===== config.mk =====
export PLATFORM = sky130hd
export DESIGN_NAME = bcc_ctrl
export DESIGN_NICKNAME = d
export VERILOG_FILES = /design/src/common/bcc_pkg.sv /design/src/hw/bcc_ctrl.sv /design/src/hw/bcc_wait_gen.sv
export SDC_FILE = /design/constraint.sdc
export NUM_CORES = 1
export LEC_CHECK = 0
export ABC_AREA = 1
export BUFFER_PORTS_ARGS = -buffer_cell sky130_fd_sc_hd__buf_4
export CELL_PAD_IN_SITES_DETAIL_PLACEMENT = 1
export CELL_PAD_IN_SITES_GLOBAL_PLACEMENT = 2
export CORE_AREA = 2 2 142 109
export CTS_CLUSTER_DIAMETER = 30
export DETAILED_ROUTE_END_ITERATION = 10
export DIE_AREA = 0 0 144 111
export GPL_ROUTABILITY_DRIVEN = 0
export HOLD_SLACK_MARGIN = 0.02
export MAX_ROUTING_LAYER = met4
export PLACE_DENSITY = 0.86
export SYNTH_ARGS = -nofsm -noshare
export SYNTH_HDL_FRONTEND = slang
export SYNTH_SLANG_ARGS = --single-unit
export TNS_END_PERCENT = 100

===== constraint.sdc =====
create_clock -name clk -period 1.8 [get_ports clk]
set_input_delay 0.09 -clock clk [delete_from_list [all_inputs] [get_ports clk]]
set_output_delay 0.09 -clock clk [all_outputs]
set_load 0.01 [all_outputs]

===== src/common/bcc_pkg.sv =====
// Package of constants and types shared by the bus cycle control block.
package bcc_pkg;

   // ****************************************************************
   // Register port geometry and offsets
   // ****************************************************************
   localparam int          REG_AW     = 8;
   localparam int          REG_DW     = 32;
   localparam logic [7:0]  OFF_WAITS  = 8'h00;
   localparam logic [7:0]  OFF_REGION = 8'h04;
   localparam logic [7:0]  OFF_STATUS = 8'h08;

   // ****************************************************************
   // Field layout of the wait-state register
   // ****************************************************************
   localparam int          WAIT_W     = 4;
   localparam int          WAD_LSB    = 0;
   localparam int          RAD_LSB    = 4;
   localparam int          WDD_LSB    = 8;
   localparam int          RDD_LSB    = 12;
   localparam logic [31:0] WAITS_RST  = 32'h0000_0000;

   // ****************************************************************
   // Field layout of the region control register
   // ****************************************************************
   localparam int          REGION_N   = 4;
   localparam int          RGN_W      = 2;
   localparam int          RDY_EN_LSB = 0;
   localparam int          CUT_EN_LSB = 4;
   localparam int          PIPE_LSB   = 8;
   localparam int          REGION_USE = 12;
   localparam logic [31:0] REGION_RST = 32'h0000_0000;

   // ****************************************************************
   // Request geometry and sequencer states
   // ****************************************************************
   localparam int          CNT_W      = 2;

   typedef enum logic [2:0] {
      ST_IDLE,
      ST_ADDR,
      ST_WAIT,
      ST_XFER,
      ST_HOLD,
      ST_BOFF
   } bcc_state_t;

endpackage


===== src/hw/bcc_ctrl.sv =====
// Control-signal sequencer of the external demultiplexed bus.
//
// The register addresses and strobed register access were decided locally.
`timescale 1ns/100ps
`default_nettype none

// Summary of operation
// - Privilege output is low for a supervisor access and high for a user access.
// - Address strobe is low only in the first clock of each bus access.
// - Ready is sampled only after programmed waits, in every data cycle of a region with ready enabled.
// - An enabled burst cut ends the burst and a fresh address cycle follows.
// - Wait status is low while any of the four wait intervals is counted.
// - Final transfer is low in the last data transfer once waits reach zero.
// - Final transfer stays low through ready waits and rises after the last transfer.
// - Transceiver direction is low for reads and high for writes.
// - Transceiver enable falls at the first data cycle and rises after the last.
// - Transceiver enable stays low across all accesses of one request that no backoff interrupts.
// - Transceiver enable stays low across back-to-back pipelined reads.
// - Lock falls in the first clock of an atomic operation and rises with final transfer.
// - Hold is never granted while lock is low.

module bcc_ctrl (
   // Clock and reset
   input  wire logic                        clk,
   input  wire logic                        reset,
   // Register port
   input  wire logic [bcc_pkg::REG_AW-1:0] reg_addr,
   input  wire logic [bcc_pkg::REG_DW-1:0] reg_wdata,
   input  wire logic                        reg_wr,
   input  wire logic                        reg_rd,
   output logic [bcc_pkg::REG_DW-1:0]      reg_rdata,
   // Core request
   input  wire logic                        req_valid,
   input  wire logic                        req_write,
   input  wire logic                        req_super,
   input  wire logic                        req_lock,
   input  wire logic                        req_unlock,
   input  wire logic [bcc_pkg::RGN_W-1:0]  req_region,
   input  wire logic [bcc_pkg::CNT_W-1:0]  req_beats,
   input  wire logic [bcc_pkg::CNT_W-1:0]  req_accesses,
   output logic                             req_taken,
   output logic                             req_done,
   // Bus pins in
   input  wire logic                        ready_in,
   input  wire logic                        burst_cut_in,
   input  wire logic                        hold_req_in,
   input  wire logic                        backoff_in,
   // Bus pins out
   output logic                             addr_strobe_n,
   output logic                             privilege_level_out,
   output logic                             wait_n,
   output logic                             final_xfer_n,
   output logic                             xcvr_direction,
   output logic                             xcvr_enable_n,
   output logic                             lock_n,
   output logic                             hold_grant,
   output logic                             ctrl_oe
);
   import bcc_pkg::*;

   // ****************************************************************
   // Helpers
   // ****************************************************************

   // Selects one of the four wait intervals for the current phase.
   function automatic logic [WAIT_W-1:0] pick_waits(input logic [31:0] w,
                                                    input logic        wr,
                                                    input logic        addr_ph);
      logic [WAIT_W-1:0] v;
      v = '0;
      if (addr_ph) begin
         v = wr ? w[WAD_LSB +: WAIT_W] : w[RAD_LSB +: WAIT_W];
      end else begin
         v = wr ? w[WDD_LSB +: WAIT_W] : w[RDD_LSB +: WAIT_W];
      end
      return v;
   endfunction

   // Reads the enable bit of one region from a per-region field.
   function automatic logic region_bit(input logic [31:0]      r,
                                       input int               lsb,
                                       input logic [RGN_W-1:0] rg);
      return r[lsb + int'(rg)];
   endfunction

   // ****************************************************************
   // Storage
   // ****************************************************************
   bcc_state_t        state_ff,  nxt_state;
   logic [31:0]       waits_ff;
   logic [31:0]       region_ff;
   logic [31:0]       rdata_ff;
   logic              rdy_s1_ff, rdy_s2_ff;
   logic              cut_s1_ff, cut_s2_ff;
   logic              hold_s1_ff, hold_s2_ff;
   logic              boff_s1_ff, boff_s2_ff;
   logic              cur_write_ff, cur_unlock_ff;
   logic [RGN_W-1:0]  cur_region_ff;
   logic [CNT_W-1:0]  beats_len_ff, beat_left_ff, nxt_beat_left;
   logic [CNT_W-1:0]  acc_left_ff, nxt_acc_left;
   logic              taken_ff, done_ff;
   logic              ads_n_ff, priv_ff, wait_n_ff, final_n_ff;
   logic              dir_ff, den_n_ff, lock_n_ff, grant_ff, oe_ff;
   logic              wait_last;
   logic [WAIT_W-1:0] wait_count;

   // ****************************************************************
   // Pin synchronisers
   // ****************************************************************

   // Bus inputs come from outside logic, so each passes two flops first.
   always_ff @(posedge clk) begin
      if (reset) begin
         {rdy_s1_ff, rdy_s2_ff, cut_s1_ff, cut_s2_ff}     <= 4'h0;
         {hold_s1_ff, hold_s2_ff, boff_s1_ff, boff_s2_ff} <= 4'h0;
      end else begin
         {rdy_s2_ff, rdy_s1_ff}   <= {rdy_s1_ff, ready_in};
         {cut_s2_ff, cut_s1_ff}   <= {cut_s1_ff, burst_cut_in};
         {hold_s2_ff, hold_s1_ff} <= {hold_s1_ff, hold_req_in};
         {boff_s2_ff, boff_s1_ff} <= {boff_s1_ff, backoff_in};
      end
   end

   // ****************************************************************
   // Access decode
   // ****************************************************************

   // Region controls of the access in flight and of a waiting request.
   wire rdy_en    = region_bit(region_ff, RDY_EN_LSB, cur_region_ff);
   wire cut_en    = region_bit(region_ff, CUT_EN_LSB, cur_region_ff);
   wire pipe_cur  = region_bit(region_ff, PIPE_LSB, cur_region_ff);
   wire pipe_req  = region_bit(region_ff, PIPE_LSB, req_region);
   wire in_xfer   = (state_ff == ST_XFER);
   wire boff      = boff_s2_ff;
   wire lock_act  = !lock_n_ff;

   // Ready counts only in a data cycle, i.e. after all waits; off means no external wait.
   wire xfer_ok   = in_xfer && !boff && (!rdy_en || rdy_s2_ff);
   wire beat_last = (beat_left_ff == '0);
   wire cut       = cut_en && cut_s2_ff && !beat_last;
   wire acc_end   = xfer_ok && (beat_last || cut);
   wire req_end   = acc_end && beat_last && (acc_left_ff == '0);
   wire [WAIT_W-1:0] wait_val = pick_waits(waits_ff, cur_write_ff, state_ff == ST_ADDR);

   // A pipelined read follows a finished read without closing the transceivers.
   // The taken flag guards against seeing the previous request a second time.
   wire pipe_ok   = req_end && !cur_write_ff && pipe_cur && req_valid && !req_write
                    && pipe_req && !req_lock && !lock_act && !taken_ff && !hold_s2_ff;
   wire idle_take = (state_ff == ST_IDLE) && req_valid && !taken_ff
                    && !(hold_s2_ff && !lock_act);
   wire take      = idle_take || pipe_ok;

   // ****************************************************************
   // Sequencer
   // ****************************************************************

   // Next state of the bus access sequence.
   always_comb begin
      nxt_state = state_ff;
      case (state_ff)
         ST_IDLE: begin
            if (hold_s2_ff && !lock_act) begin
               nxt_state = ST_HOLD;
            end else if (take) begin
               nxt_state = ST_ADDR;
            end
         end
         ST_ADDR: begin
            if (boff) begin
               nxt_state = ST_BOFF;
            end else begin
               nxt_state = (wait_val != '0) ? ST_WAIT : ST_XFER;
            end
         end
         ST_WAIT: begin
            if (boff) begin
               nxt_state = ST_BOFF;
            end else if (wait_last) begin
               nxt_state = ST_XFER;
            end
         end
         ST_XFER: begin
            if (boff) begin
               nxt_state = ST_BOFF;
            end else if (req_end) begin
               nxt_state = pipe_ok ? ST_ADDR : ST_IDLE;
            end else if (acc_end) begin
               nxt_state = ST_ADDR;
            end else if (xfer_ok) begin
               nxt_state = (wait_val != '0) ? ST_WAIT : ST_XFER;
            end
         end
         ST_HOLD: begin
            if (!hold_s2_ff) begin
               nxt_state = ST_IDLE;
            end
         end
         ST_BOFF: begin
            // The aborted access is regenerated from its address cycle.
            if (!boff) begin
               nxt_state = ST_ADDR;
            end
         end
         default: nxt_state = ST_IDLE;
      endcase
   end

   // Beat and access counters; a cut leaves the remaining beats for the new access.
   always_comb begin
      nxt_beat_left = beat_left_ff;
      nxt_acc_left  = acc_left_ff;
      if (take) begin
         nxt_beat_left = req_beats;
         nxt_acc_left  = req_accesses;
      end else if (acc_end && beat_last) begin
         nxt_beat_left = beats_len_ff;
         nxt_acc_left  = acc_left_ff - 2'h1;
      end else if (xfer_ok) begin
         nxt_beat_left = beat_left_ff - 2'h1;
      end
   end

   // Wait-state timer, loaded as the wait phase opens.
   bcc_wait_gen u_wait_gen (
      .clk      (clk),
      .reset    (reset),
      .load     ((nxt_state == ST_WAIT) && (state_ff != ST_WAIT)),
      .load_val (wait_val),
      .run      (state_ff == ST_WAIT),
      .last     (wait_last),
      .count    (wait_count)
   );

   // ****************************************************************
   // Next values of the bus pins
   // ****************************************************************
   wire nxt_active  = (nxt_state == ST_WAIT) || (nxt_state == ST_XFER);
   wire nxt_ads_n   = (nxt_state != ST_ADDR);
   wire nxt_wait_n  = (nxt_state != ST_WAIT);
   wire nxt_final_n = !((nxt_state == ST_XFER) && (nxt_beat_left == '0));
   wire nxt_priv    = take ? !req_super : priv_ff;
   // Enable opens with data, and stays open through later address clocks.
   wire nxt_den_n   = !(nxt_active || ((nxt_state == ST_ADDR) && !den_n_ff));
   // Direction is only retimed while the transceivers are shut.
   wire nxt_dir     = (take && den_n_ff) ? req_write : dir_ff;
   wire nxt_lock_n  = (take && req_lock) ? 1'b0 :
                      ((req_end && cur_unlock_ff) ? 1'b1 : lock_n_ff);
   wire nxt_oe      = (nxt_state != ST_HOLD) && (nxt_state != ST_BOFF);

   // State and request context.
   always_ff @(posedge clk) begin
      if (reset) begin
         state_ff      <= ST_IDLE;
         cur_write_ff  <= 1'b0;
         cur_unlock_ff <= 1'b0;
         cur_region_ff <= '0;
         beats_len_ff  <= '0;
         beat_left_ff  <= '0;
         acc_left_ff   <= '0;
         taken_ff      <= 1'b0;
         done_ff       <= 1'b0;
      end else begin
         state_ff      <= nxt_state;
         beat_left_ff  <= nxt_beat_left;
         acc_left_ff   <= nxt_acc_left;
         taken_ff      <= take;
         done_ff       <= req_end;
         if (take) begin
            cur_write_ff  <= req_write;
            cur_unlock_ff <= req_unlock;
            cur_region_ff <= req_region;
            beats_len_ff  <= req_beats;
         end
      end
   end

   // Pin flops; reset shows every strobe inactive and direction as receive.
   always_ff @(posedge clk) begin
      if (reset) begin
         {ads_n_ff, priv_ff, wait_n_ff, final_n_ff} <= 4'hf;
         {dir_ff, den_n_ff, lock_n_ff}              <= 3'h3;
         {grant_ff, oe_ff}                          <= 2'h1;
      end else begin
         {ads_n_ff, priv_ff, wait_n_ff, final_n_ff} <= {nxt_ads_n, nxt_priv,
                                                        nxt_wait_n, nxt_final_n};
         {dir_ff, den_n_ff, lock_n_ff}              <= {nxt_dir, nxt_den_n, nxt_lock_n};
         {grant_ff, oe_ff}                          <= {nxt_state == ST_HOLD, nxt_oe};
      end
   end

   // ****************************************************************
   // Register port
   // ****************************************************************
   wire [31:0] status_word = {16'h0, wait_count, 2'b00, state_ff, acc_left_ff,
                              beat_left_ff, lock_act, !den_n_ff, grant_ff};
   wire [31:0] rd_mux = (reg_addr == OFF_WAITS)  ? waits_ff  :
                        (reg_addr == OFF_REGION) ? region_ff :
                        (reg_addr == OFF_STATUS) ? status_word : 32'h0;

   // Writes take effect at once; unmapped reads return zero.
   always_ff @(posedge clk) begin
      if (reset) begin
         waits_ff  <= WAITS_RST;
         region_ff <= REGION_RST;
         rdata_ff  <= '0;
      end else begin
         if (reg_wr && (reg_addr == OFF_WAITS)) begin
            waits_ff <= {16'h0, reg_wdata[15:0]};
         end
         if (reg_wr && (reg_addr == OFF_REGION)) begin
            region_ff <= {20'h0, reg_wdata[REGION_USE-1:0]};
         end
         rdata_ff <= reg_rd ? rd_mux : 32'h0;
      end
   end

   assign reg_rdata           = rdata_ff;
   assign req_taken           = taken_ff;
   assign req_done            = done_ff;
   assign addr_strobe_n       = ads_n_ff;
   assign privilege_level_out = priv_ff;
   assign wait_n              = wait_n_ff;
   assign final_xfer_n        = final_n_ff;
   assign xcvr_direction      = dir_ff;
   assign xcvr_enable_n       = den_n_ff;
   assign lock_n              = lock_n_ff;
   assign hold_grant          = grant_ff;
   assign ctrl_oe             = oe_ff;
endmodule
`default_nettype wire


===== src/hw/bcc_wait_gen.sv =====
// Down counter that times the programmed wait states of a bus access.
`timescale 1ns/100ps
`default_nettype none

module bcc_wait_gen (
   // Clock and reset
   input  wire logic                        clk,
   input  wire logic                        reset,
   // Control
   input  wire logic                        load,
   input  wire logic [bcc_pkg::WAIT_W-1:0] load_val,
   input  wire logic                        run,
   // Status
   output logic                             last,
   output logic [bcc_pkg::WAIT_W-1:0]      count
);
   import bcc_pkg::*;

   logic [WAIT_W-1:0] count_ff;

   // The counter is loaded on entry to the wait phase and steps down once per wait clock.
   always_ff @(posedge clk) begin
      if (reset) begin
         count_ff <= '0;
      end else if (load) begin
         count_ff <= load_val;
      end else if (run && (count_ff != '0)) begin
         count_ff <= count_ff - 4'h1;
      end
   end

   // The final wait clock is the one where a single count remains.
   assign last  = (count_ff == 4'h1);
   assign count = count_ff;

endmodule
`default_nettype wire


# Word-level counts from Yosys, hierarchy flattened
# Cells that the tools add are included.
# W data, S select, Z words.
[op_classes]
addsub = 6
n_lt_le_gt_ge = 4
n_eq_ne = 17
mux = 40
n_bitwise = 1
reduce_logical = 61
[op_table]
columns = ["op", "n"]
rows = [
  ["$mux W16", 3],
  ["$mux W3", 11],
  ["$logic_and A1 B1 Y1", 30],
  ["$mux W4", 5],
  ["$pmux W3 S6", 1],
  ["$bmux W1 S5", 3],
  ["$logic_not A1 Y1", 14],
  ["$eq A3 B2 Y1 const B", 4],
  ["$lt A5 B6 Y1 const B", 2],
  ["$mux W1", 11],
  ["$add A4 B2 Y5 const A", 2],
  ["$mux W2", 5],
  ["$eq A3 B3 Y1 const B", 3],
  ["$eq A8 B3 Y1 const B", 1],
  ["$eq A8 B4 Y1 const B", 1],
  ["$logic_not A8 Y1", 1],
  ["$reduce_bool A4 Y1", 2],
  ["$eq A3 B1 Y1 const B", 2],
  ["$logic_not A2 Y1", 3],
  ["$lt A2 B6 Y1 const B", 1],
  ["$lt A4 B6 Y1 const B", 1],
  ["$ne A3 B2 Y1 const B", 2],
  ["$ne A3 B3 Y1 const B", 2],
  ["$reduce_bool A2 Y1", 3],
  ["other kinds (11)", 16],
]
[word_totals]
register_bits = 96
inputBits = 59
output_inout_bits = 43
elab_cells = 160

# Depth between registers and ports, before layout
[depth]
depth_word = 27
depth_mapped = 18
ltp_nobuf = 17

# Modules after synthesis
# A second synthesis with hierarchy kept.
[unflattened]
hier_cells = 531
area_unflattened_um2 = 3808.7
[modules_own_cells]
columns = ["module", "n_inst", "cells_per_inst", "area_each_um2", "seq_area_each_um2"]
rows = [
  ["bcc_ctrl", 1, 490, 3512.1, 1521.5],
  ["bcc_wait_gen", 1, 41, 296.5, 80.1],
]

# Worst setup path after synthesis
# Ideal clock, no wire load.
[synth_path]
kind = "register to register"
from = "register cur_region_ff[0]"
to = "register u_wait_gen.count_ff[1] (netlist: u_wait_gen.count[1])"
arrival_ps = 1532
required_time_ps = 1672
slack_ps = 140
path_stages_with_launch = 18
path_buffers = 1
period_less_slack_ps = 1660
path_cell_list = "dfxtp_1 -> buf_4 -> inv_2 -> nand2_1 -> nand3_1 -> nand3b_1 -> nand2_1 -> inv_2 -> nand2_1 -> nand2_1 -> nand2_1 -> inv_2 -> nor2_4 -> nand3_4 -> nand2_4 -> nor2_2 -> nor2_1 -> nor2_1"
[synth_via]
elab_chain_len = 26
elab_cells_between_ends = 41
cone_classes = "add/sub: 2; eq/ne: 1; mux: 17; reduce/logical: 21"
[synth_lines]
columns = ["item", "line", "text"]
rows = [
  ["start: declaration", "bcc_ctrl.sv:98", "logic [RGN_W-1:0] cur_region_ff;"],
  ["start signal: assignment", "bcc_ctrl.sv:271", "cur_region_ff <= req_region;"],
  ["$add A3 B2 Y4", "bcc_ctrl.sv:83", "return r[lsb + int'(rg)];"],
  ["$bmux W1 S5", "bcc_ctrl.sv:83", ""],
  ["$mux W1 (not written as such) (2 in series)", "bcc_ctrl.sv:83", ""],
  ["$logic_and A1 B1 Y1 (2 in series)", "bcc_ctrl.sv:140", "wire cut = cut_en && cut_s2_ff && !beat_last;"],
  ["$logic_or A1 B1 Y1", "bcc_ctrl.sv:141", "wire acc_end = xfer_ok && (beat_last || cut);"],
  ["$logic_and A1 B1 Y1", "bcc_ctrl.sv:141", ""],
  ["$logic_and A1 B1 Y1 (2 in series)", "bcc_ctrl.sv:142", "wire req_end = acc_end && beat_last && (acc_left_ff == '0);"],
  ["$logic_and A1 B1 Y1 (4 in series)", "bcc_ctrl.sv:147", "wire pipe_ok = req_end && !cur_write_ff && pipe_cur && req_valid && !req_write"],
  ["$logic_and A1 B1 Y1 (5 in series)", "bcc_ctrl.sv:148", "&& pipe_req && !req_lock && !lock_act && !taken_ff && !hold_s2_ff;"],
  ["$mux W1 or $logic_or A1 B1 Y1 (tied branches)", "bcc_ctrl.sv:186, bcc_ctrl.sv:151", ""],
  ["$mux W3, on equally long branches", "bcc_ctrl.sv:185, bcc_ctrl.sv:164", ""],
  ["$mux W3, on equally long branches", "bcc_ctrl.sv:183, bcc_ctrl.sv:162", ""],
  ["$pmux W3 S6 (*)", "bcc_ctrl.sv:160", "case (state_ff)"],
  ["$eq A3 B2 Y1 (*)", "bcc_ctrl.sv:227", ".load ((nxt_state == ST_WAIT) && (state_ff != ST_WAIT)),"],
  ["$logic_and A1 B1 Y1 (*)", "bcc_ctrl.sv:227", ""],
  ["$mux W4 or $reduce_bool A2 Y1 (tied branches)", "-", ""],
  ["end signal: assignment", "bcc_wait_gen.sv:26", "count_ff <= load_val;"],
  ["end signal: assignment", "bcc_wait_gen.sv:28", "count_ff <= count_ff - 4'h1;"],
  ["end: declaration", "bcc_wait_gen.sv:19", "logic [WAIT_W-1:0] count_ff;"],
]
# Every way passes the cells marked *; elsewhere a longest branch is shown, timed or not. The select of a mux whose other input is x is not followed.
# A chain may end at the register's enable or synchronous reset.

# Worst setup path in the final report
[layout_path]
from = "register state_ff[0]"
to = "register u_wait_gen.count_ff[1] (netlist: u_wait_gen.count[1])"
[layout_via]
elab_chain_len = 22
elab_cells_between_ends = 46
cone_classes = "eq/ne: 7; mux: 16; reduce/logical: 23"
[layout_lines]
columns = ["item", "line", "text"]
rows = [
  ["start: declaration", "bcc_ctrl.sv:89", "bcc_state_t state_ff, nxt_state;"],
  ["start signal: assignment", "bcc_ctrl.sv:263", "state_ff <= nxt_state;"],
  ["$eq A3 B2 Y1", "bcc_ctrl.sv:133, bcc_ctrl.sv:160", ""],
  ["$logic_and A1 B1 Y1 (2 in series)", "bcc_ctrl.sv:138", "wire xfer_ok = in_xfer && !boff && (!rdy_en || rdy_s2_ff);"],
  ["$logic_and A1 B1 Y1", "bcc_ctrl.sv:141", ""],
  ["$logic_and A1 B1 Y1 (2 in series)", "bcc_ctrl.sv:142", ""],
  ["$logic_and A1 B1 Y1 (4 in series)", "bcc_ctrl.sv:147", ""],
  ["$logic_and A1 B1 Y1 (5 in series)", "bcc_ctrl.sv:148", ""],
  ["$mux W1 or $logic_or A1 B1 Y1 (tied branches)", "bcc_ctrl.sv:186, bcc_ctrl.sv:151", ""],
  ["$mux W3, on equally long branches", "bcc_ctrl.sv:185, bcc_ctrl.sv:164", ""],
  ["$mux W3, on equally long branches", "bcc_ctrl.sv:183, bcc_ctrl.sv:162", ""],
  ["$pmux W3 S6", "bcc_ctrl.sv:160", ""],
  ["$eq A3 B2 Y1", "bcc_ctrl.sv:227", ""],
  ["$logic_and A1 B1 Y1", "bcc_ctrl.sv:227", ""],
  ["$mux W4 or $reduce_bool A2 Y1 (tied branches)", "-", ""],
]
# Several ways; a longest one is shown, not always the timed one.

==> impl_metrics.py <==
metrics = {
    "power_and_ir_drop": {
        "vdd_drop_max_mv": 0.491,
        "power_w": 0.00542,
        "p_per_area_nw_per_um2": 994,
        "p_leak_nw": 2.50,
    },
    "clocking": {
        "cts.sinks": 80,
        "numCtsBuffers": 9,
        "cts_tree": "built",
        "clk_latency_ns": 0.35,
        "ctsLongestPathBuffers": 2,
        "cts_root_buf": "clkbuf_16",
        "cts.clk_slew.worst_paths_ns": 0.07,
        "h-tree-depth": 3,
    },
    "timing": {
        "fin_crit_sh_pct": 107,
        "fin_crit_ns": 1.93,
        "fmax_mhz": 519,
        "setup_ws_ns": -0.126,
        "setup_viol": 6,
        "fin_skew_ns": 0.00913,
        "hold_viol": 0,
        "drv_slew": 0,
        "rsz0062_at_grt": "yes",
    },
    "global_route": {
        "grt.total_usage_pct": 16.8,
        "grt.overflow.total": 0,
        "antenna_found_initial": 0,
        "grt_pass1_vias": 3920,
        "grt_first_pass_wirelength_um": 20100,
        "grt_max_degree": 39,
    },
    "routing": {
        "wl_per_cell_um": 14.8,
        "drtAntennaViolNets": 0,
        "drt_wl_total_um": 12800,
        "via_count": 3785,
        "dr.pass1.iters": 4,
        "drcViolationCount": 0,
        "via_per_inst": 4.40,
        "drtIter0Drc": 160,
    },
    "logic_synthesis": {
        "ys_seq_elements": 80,
        "ys_seq_area_share_pct": 43.0,
        "synth_top_flop_cell": "dfxtp_1",
        "synth_cells": 513,
        "synth_area_leaders": "dfxtp_1 (43%), nand2_1 (10%), inv_1 (7.3%), o21ai_0 (7.0%), a21oi_1 (5.9%)",
        "async_flop_share_pct": 0,
        "synth_top_cell_area_share_pct": 43.0,
        "syn-mean-instance-area_um2": 7.26,
        "yosysTopAreaCell": "dfxtp_1",
        "synth.most_common_cell": "nand2_1",
        "yosys-top-cells-count": "nand2_1 (104), dfxtp_1 (80), inv_1 (72), o21ai_0 (52), nor2_1 (48)",
        "ys_types": 37,
        "synth_edf_count": 0,
        "syn-cell-area_um2": 3720,
        "yosys_warnings": 0,
    },
    "outcome": {
        "run_status": "complete, but fails checks",
        "violations": "negative setup slack",
    },
    "placement": {
        "place_hpwl_um": 9440,
        "dp.cells": 814,
        "dp_worst_setup_slack_ns": -0.172,
        "portBuffers": 69,
    },
    "setup_path": {
        "end_kind": "register",
        "critical_path_required_ns": 2.03,
        "critPathKind": "register to register",
        "arrival_ns": 2.15,
        "startpoint_type": "register",
        "cp_max_fo": 7,
    },
    "finish": {
        "area_delta_synth_final_pct": 46.4,
        "drive_gt1_share_pct": 33.7,
        "fin_cells": 861,
        "fillCellCount": 1832,
        "num_antenna_cells": 0,
        "final_core_util_pct": 36.9,
        "nets": 715,
    },
    "die": {
        "start_util_pct": 25.2,
        "dieHeight_um": 111,
        "die_x_um": 144,
        "rows": 39,
        "ios": 102,
        "core_area_um2": 14800,
        "die-area_um2": 16000,
    },
    "run": {
        "drv_cap": 0,
    },
    "min_path": {
        "hold_path_class": "primary input to register",
    },
}
-- cells by family after synthesis --
group                      synth area share [%]
DFF                                        43.0
xor gates and xnor gates                  0.941
buffers and inverters                      13.4
AOI/OAI and AO/OA                          16.9
and+or+nand+nor                            24.0
adders and majority gates                  1.68
other                                     0.101
-- flip-flops by register name, summed over array words and instances (netlist names), 2 cells and up --
name	cells
reg_rdata	16
state_ff	3
waits_ff	16
region_ff	12
u_wait_gen.count	4
cur_region_ff	2
beat_left_ff	2
acc_left_ff	2
beats_len_ff	2
-- stage by stage --
stage,hold slack [ns],cell area (um^2),TNS [ns]
after CTS,0.0217,5260,-0.0569
final,0.00959,5450,-0.442
after floorplan,0.159,3780,0
after global placement,0.300,4690,-0.419
after detailed placement,0.299,4690,-1.20
after global routing,0.0272,5450,-1.86
-- area by class of cell --
type / count / area [um^2] / area share, %
repair buffers: 142 / 1120 / 20.6
clock inverters: 7 / 80.1 / 1.47
flip-flops and latches: 80 / 1620 / 29.7
multi-input cells: 334 / 1820 / 33.4
clock buffers: 9 / 225 / 4.13
inverters: 84 / 323 / 5.92
well taps: 205 / 256 / 4.71
-- worst max-delay path, cell delays in order (launching register included) --
cell and delay [ns]:
dfxtp_4 0.38, buf_4 0.15, nor3_1 0.35, o21ai_0 0.22, nand2_2 0.12, inv_2 0.06
nor2_4 0.14, nand3_4 0.14, nand2_4 0.10, nor2_2 0.03, nor2_1 0.08, nor2_1 0.04
-- timing repair --
item | in CTS | in global routing
hold buffers | 13 | 0
gates resized for setup | 24 | 47
setup buffers | 10 | 8
endpoints found under the setup margin | 14 | 20
endpoints found under the hold margin | 13 | 0
pin swaps | 12 | 27
-- report_power, final --
group	internal [W]	leakage (nW)	switching (W)
clock	0.00109	0.148	0.000811
combinational	0.000699	1.70	0.000801
sequential	0.00189	0.654	0.000124
-- path summary, 6_finish.rpt --
kind / start / to / slack (ns) / cells past startpoint
max reg2reg: state_ff[0] / u_wait_gen.count[1] / -0.13 / 11
max: state_ff[0] / u_wait_gen.count[1] / -0.13 / 11
min: req_accesses[0] / acc_left_ff[0] / 0.01 / 3
min reg2reg: boff_s1_ff / boff / 0.41 / 2
-- layer usage --
metal / wire length, um / track usage (%)
met1: 6040 / 21.4
met2: 6130 / 26.7
met3: 450 / 3.76
met4: 146 / 4.71
met5: 0 / -
-- placed cells by master (no fill, tap or decap), types with 2 or more instances in the layout --
cell	Yosys	final
nor2_4	4	6
dfxtp_1	80	74
inv_4	0	3
dfxtp_4	0	4
nand3_4	1	2
inv_2	11	11
o211ai_1	5	5
ha_1	5	5
buf_6	0	7
nand3_1	10	6
inv_1	72	69
nor2_2	5	7
xor2_1	4	4
conb_1	1	16
a21oi_2	0	3
o221ai_1	3	3
nand2_1	104	83
a21oi_1	44	41
nand2_2	2	21
o21ai_1	1	7
buf_4	18	122
dfxtp_2	0	2
nand3_2	2	5
nand2_4	2	4
nand4_1	9	9
nor2_1	48	44
o22ai_1	4	4
o21ai_0	52	45
clkinv_4	0	2
clkbuf_16	0	9
dlygate4sd3_1	0	13
No activity file was read; power rests on OpenSTA's default activity.
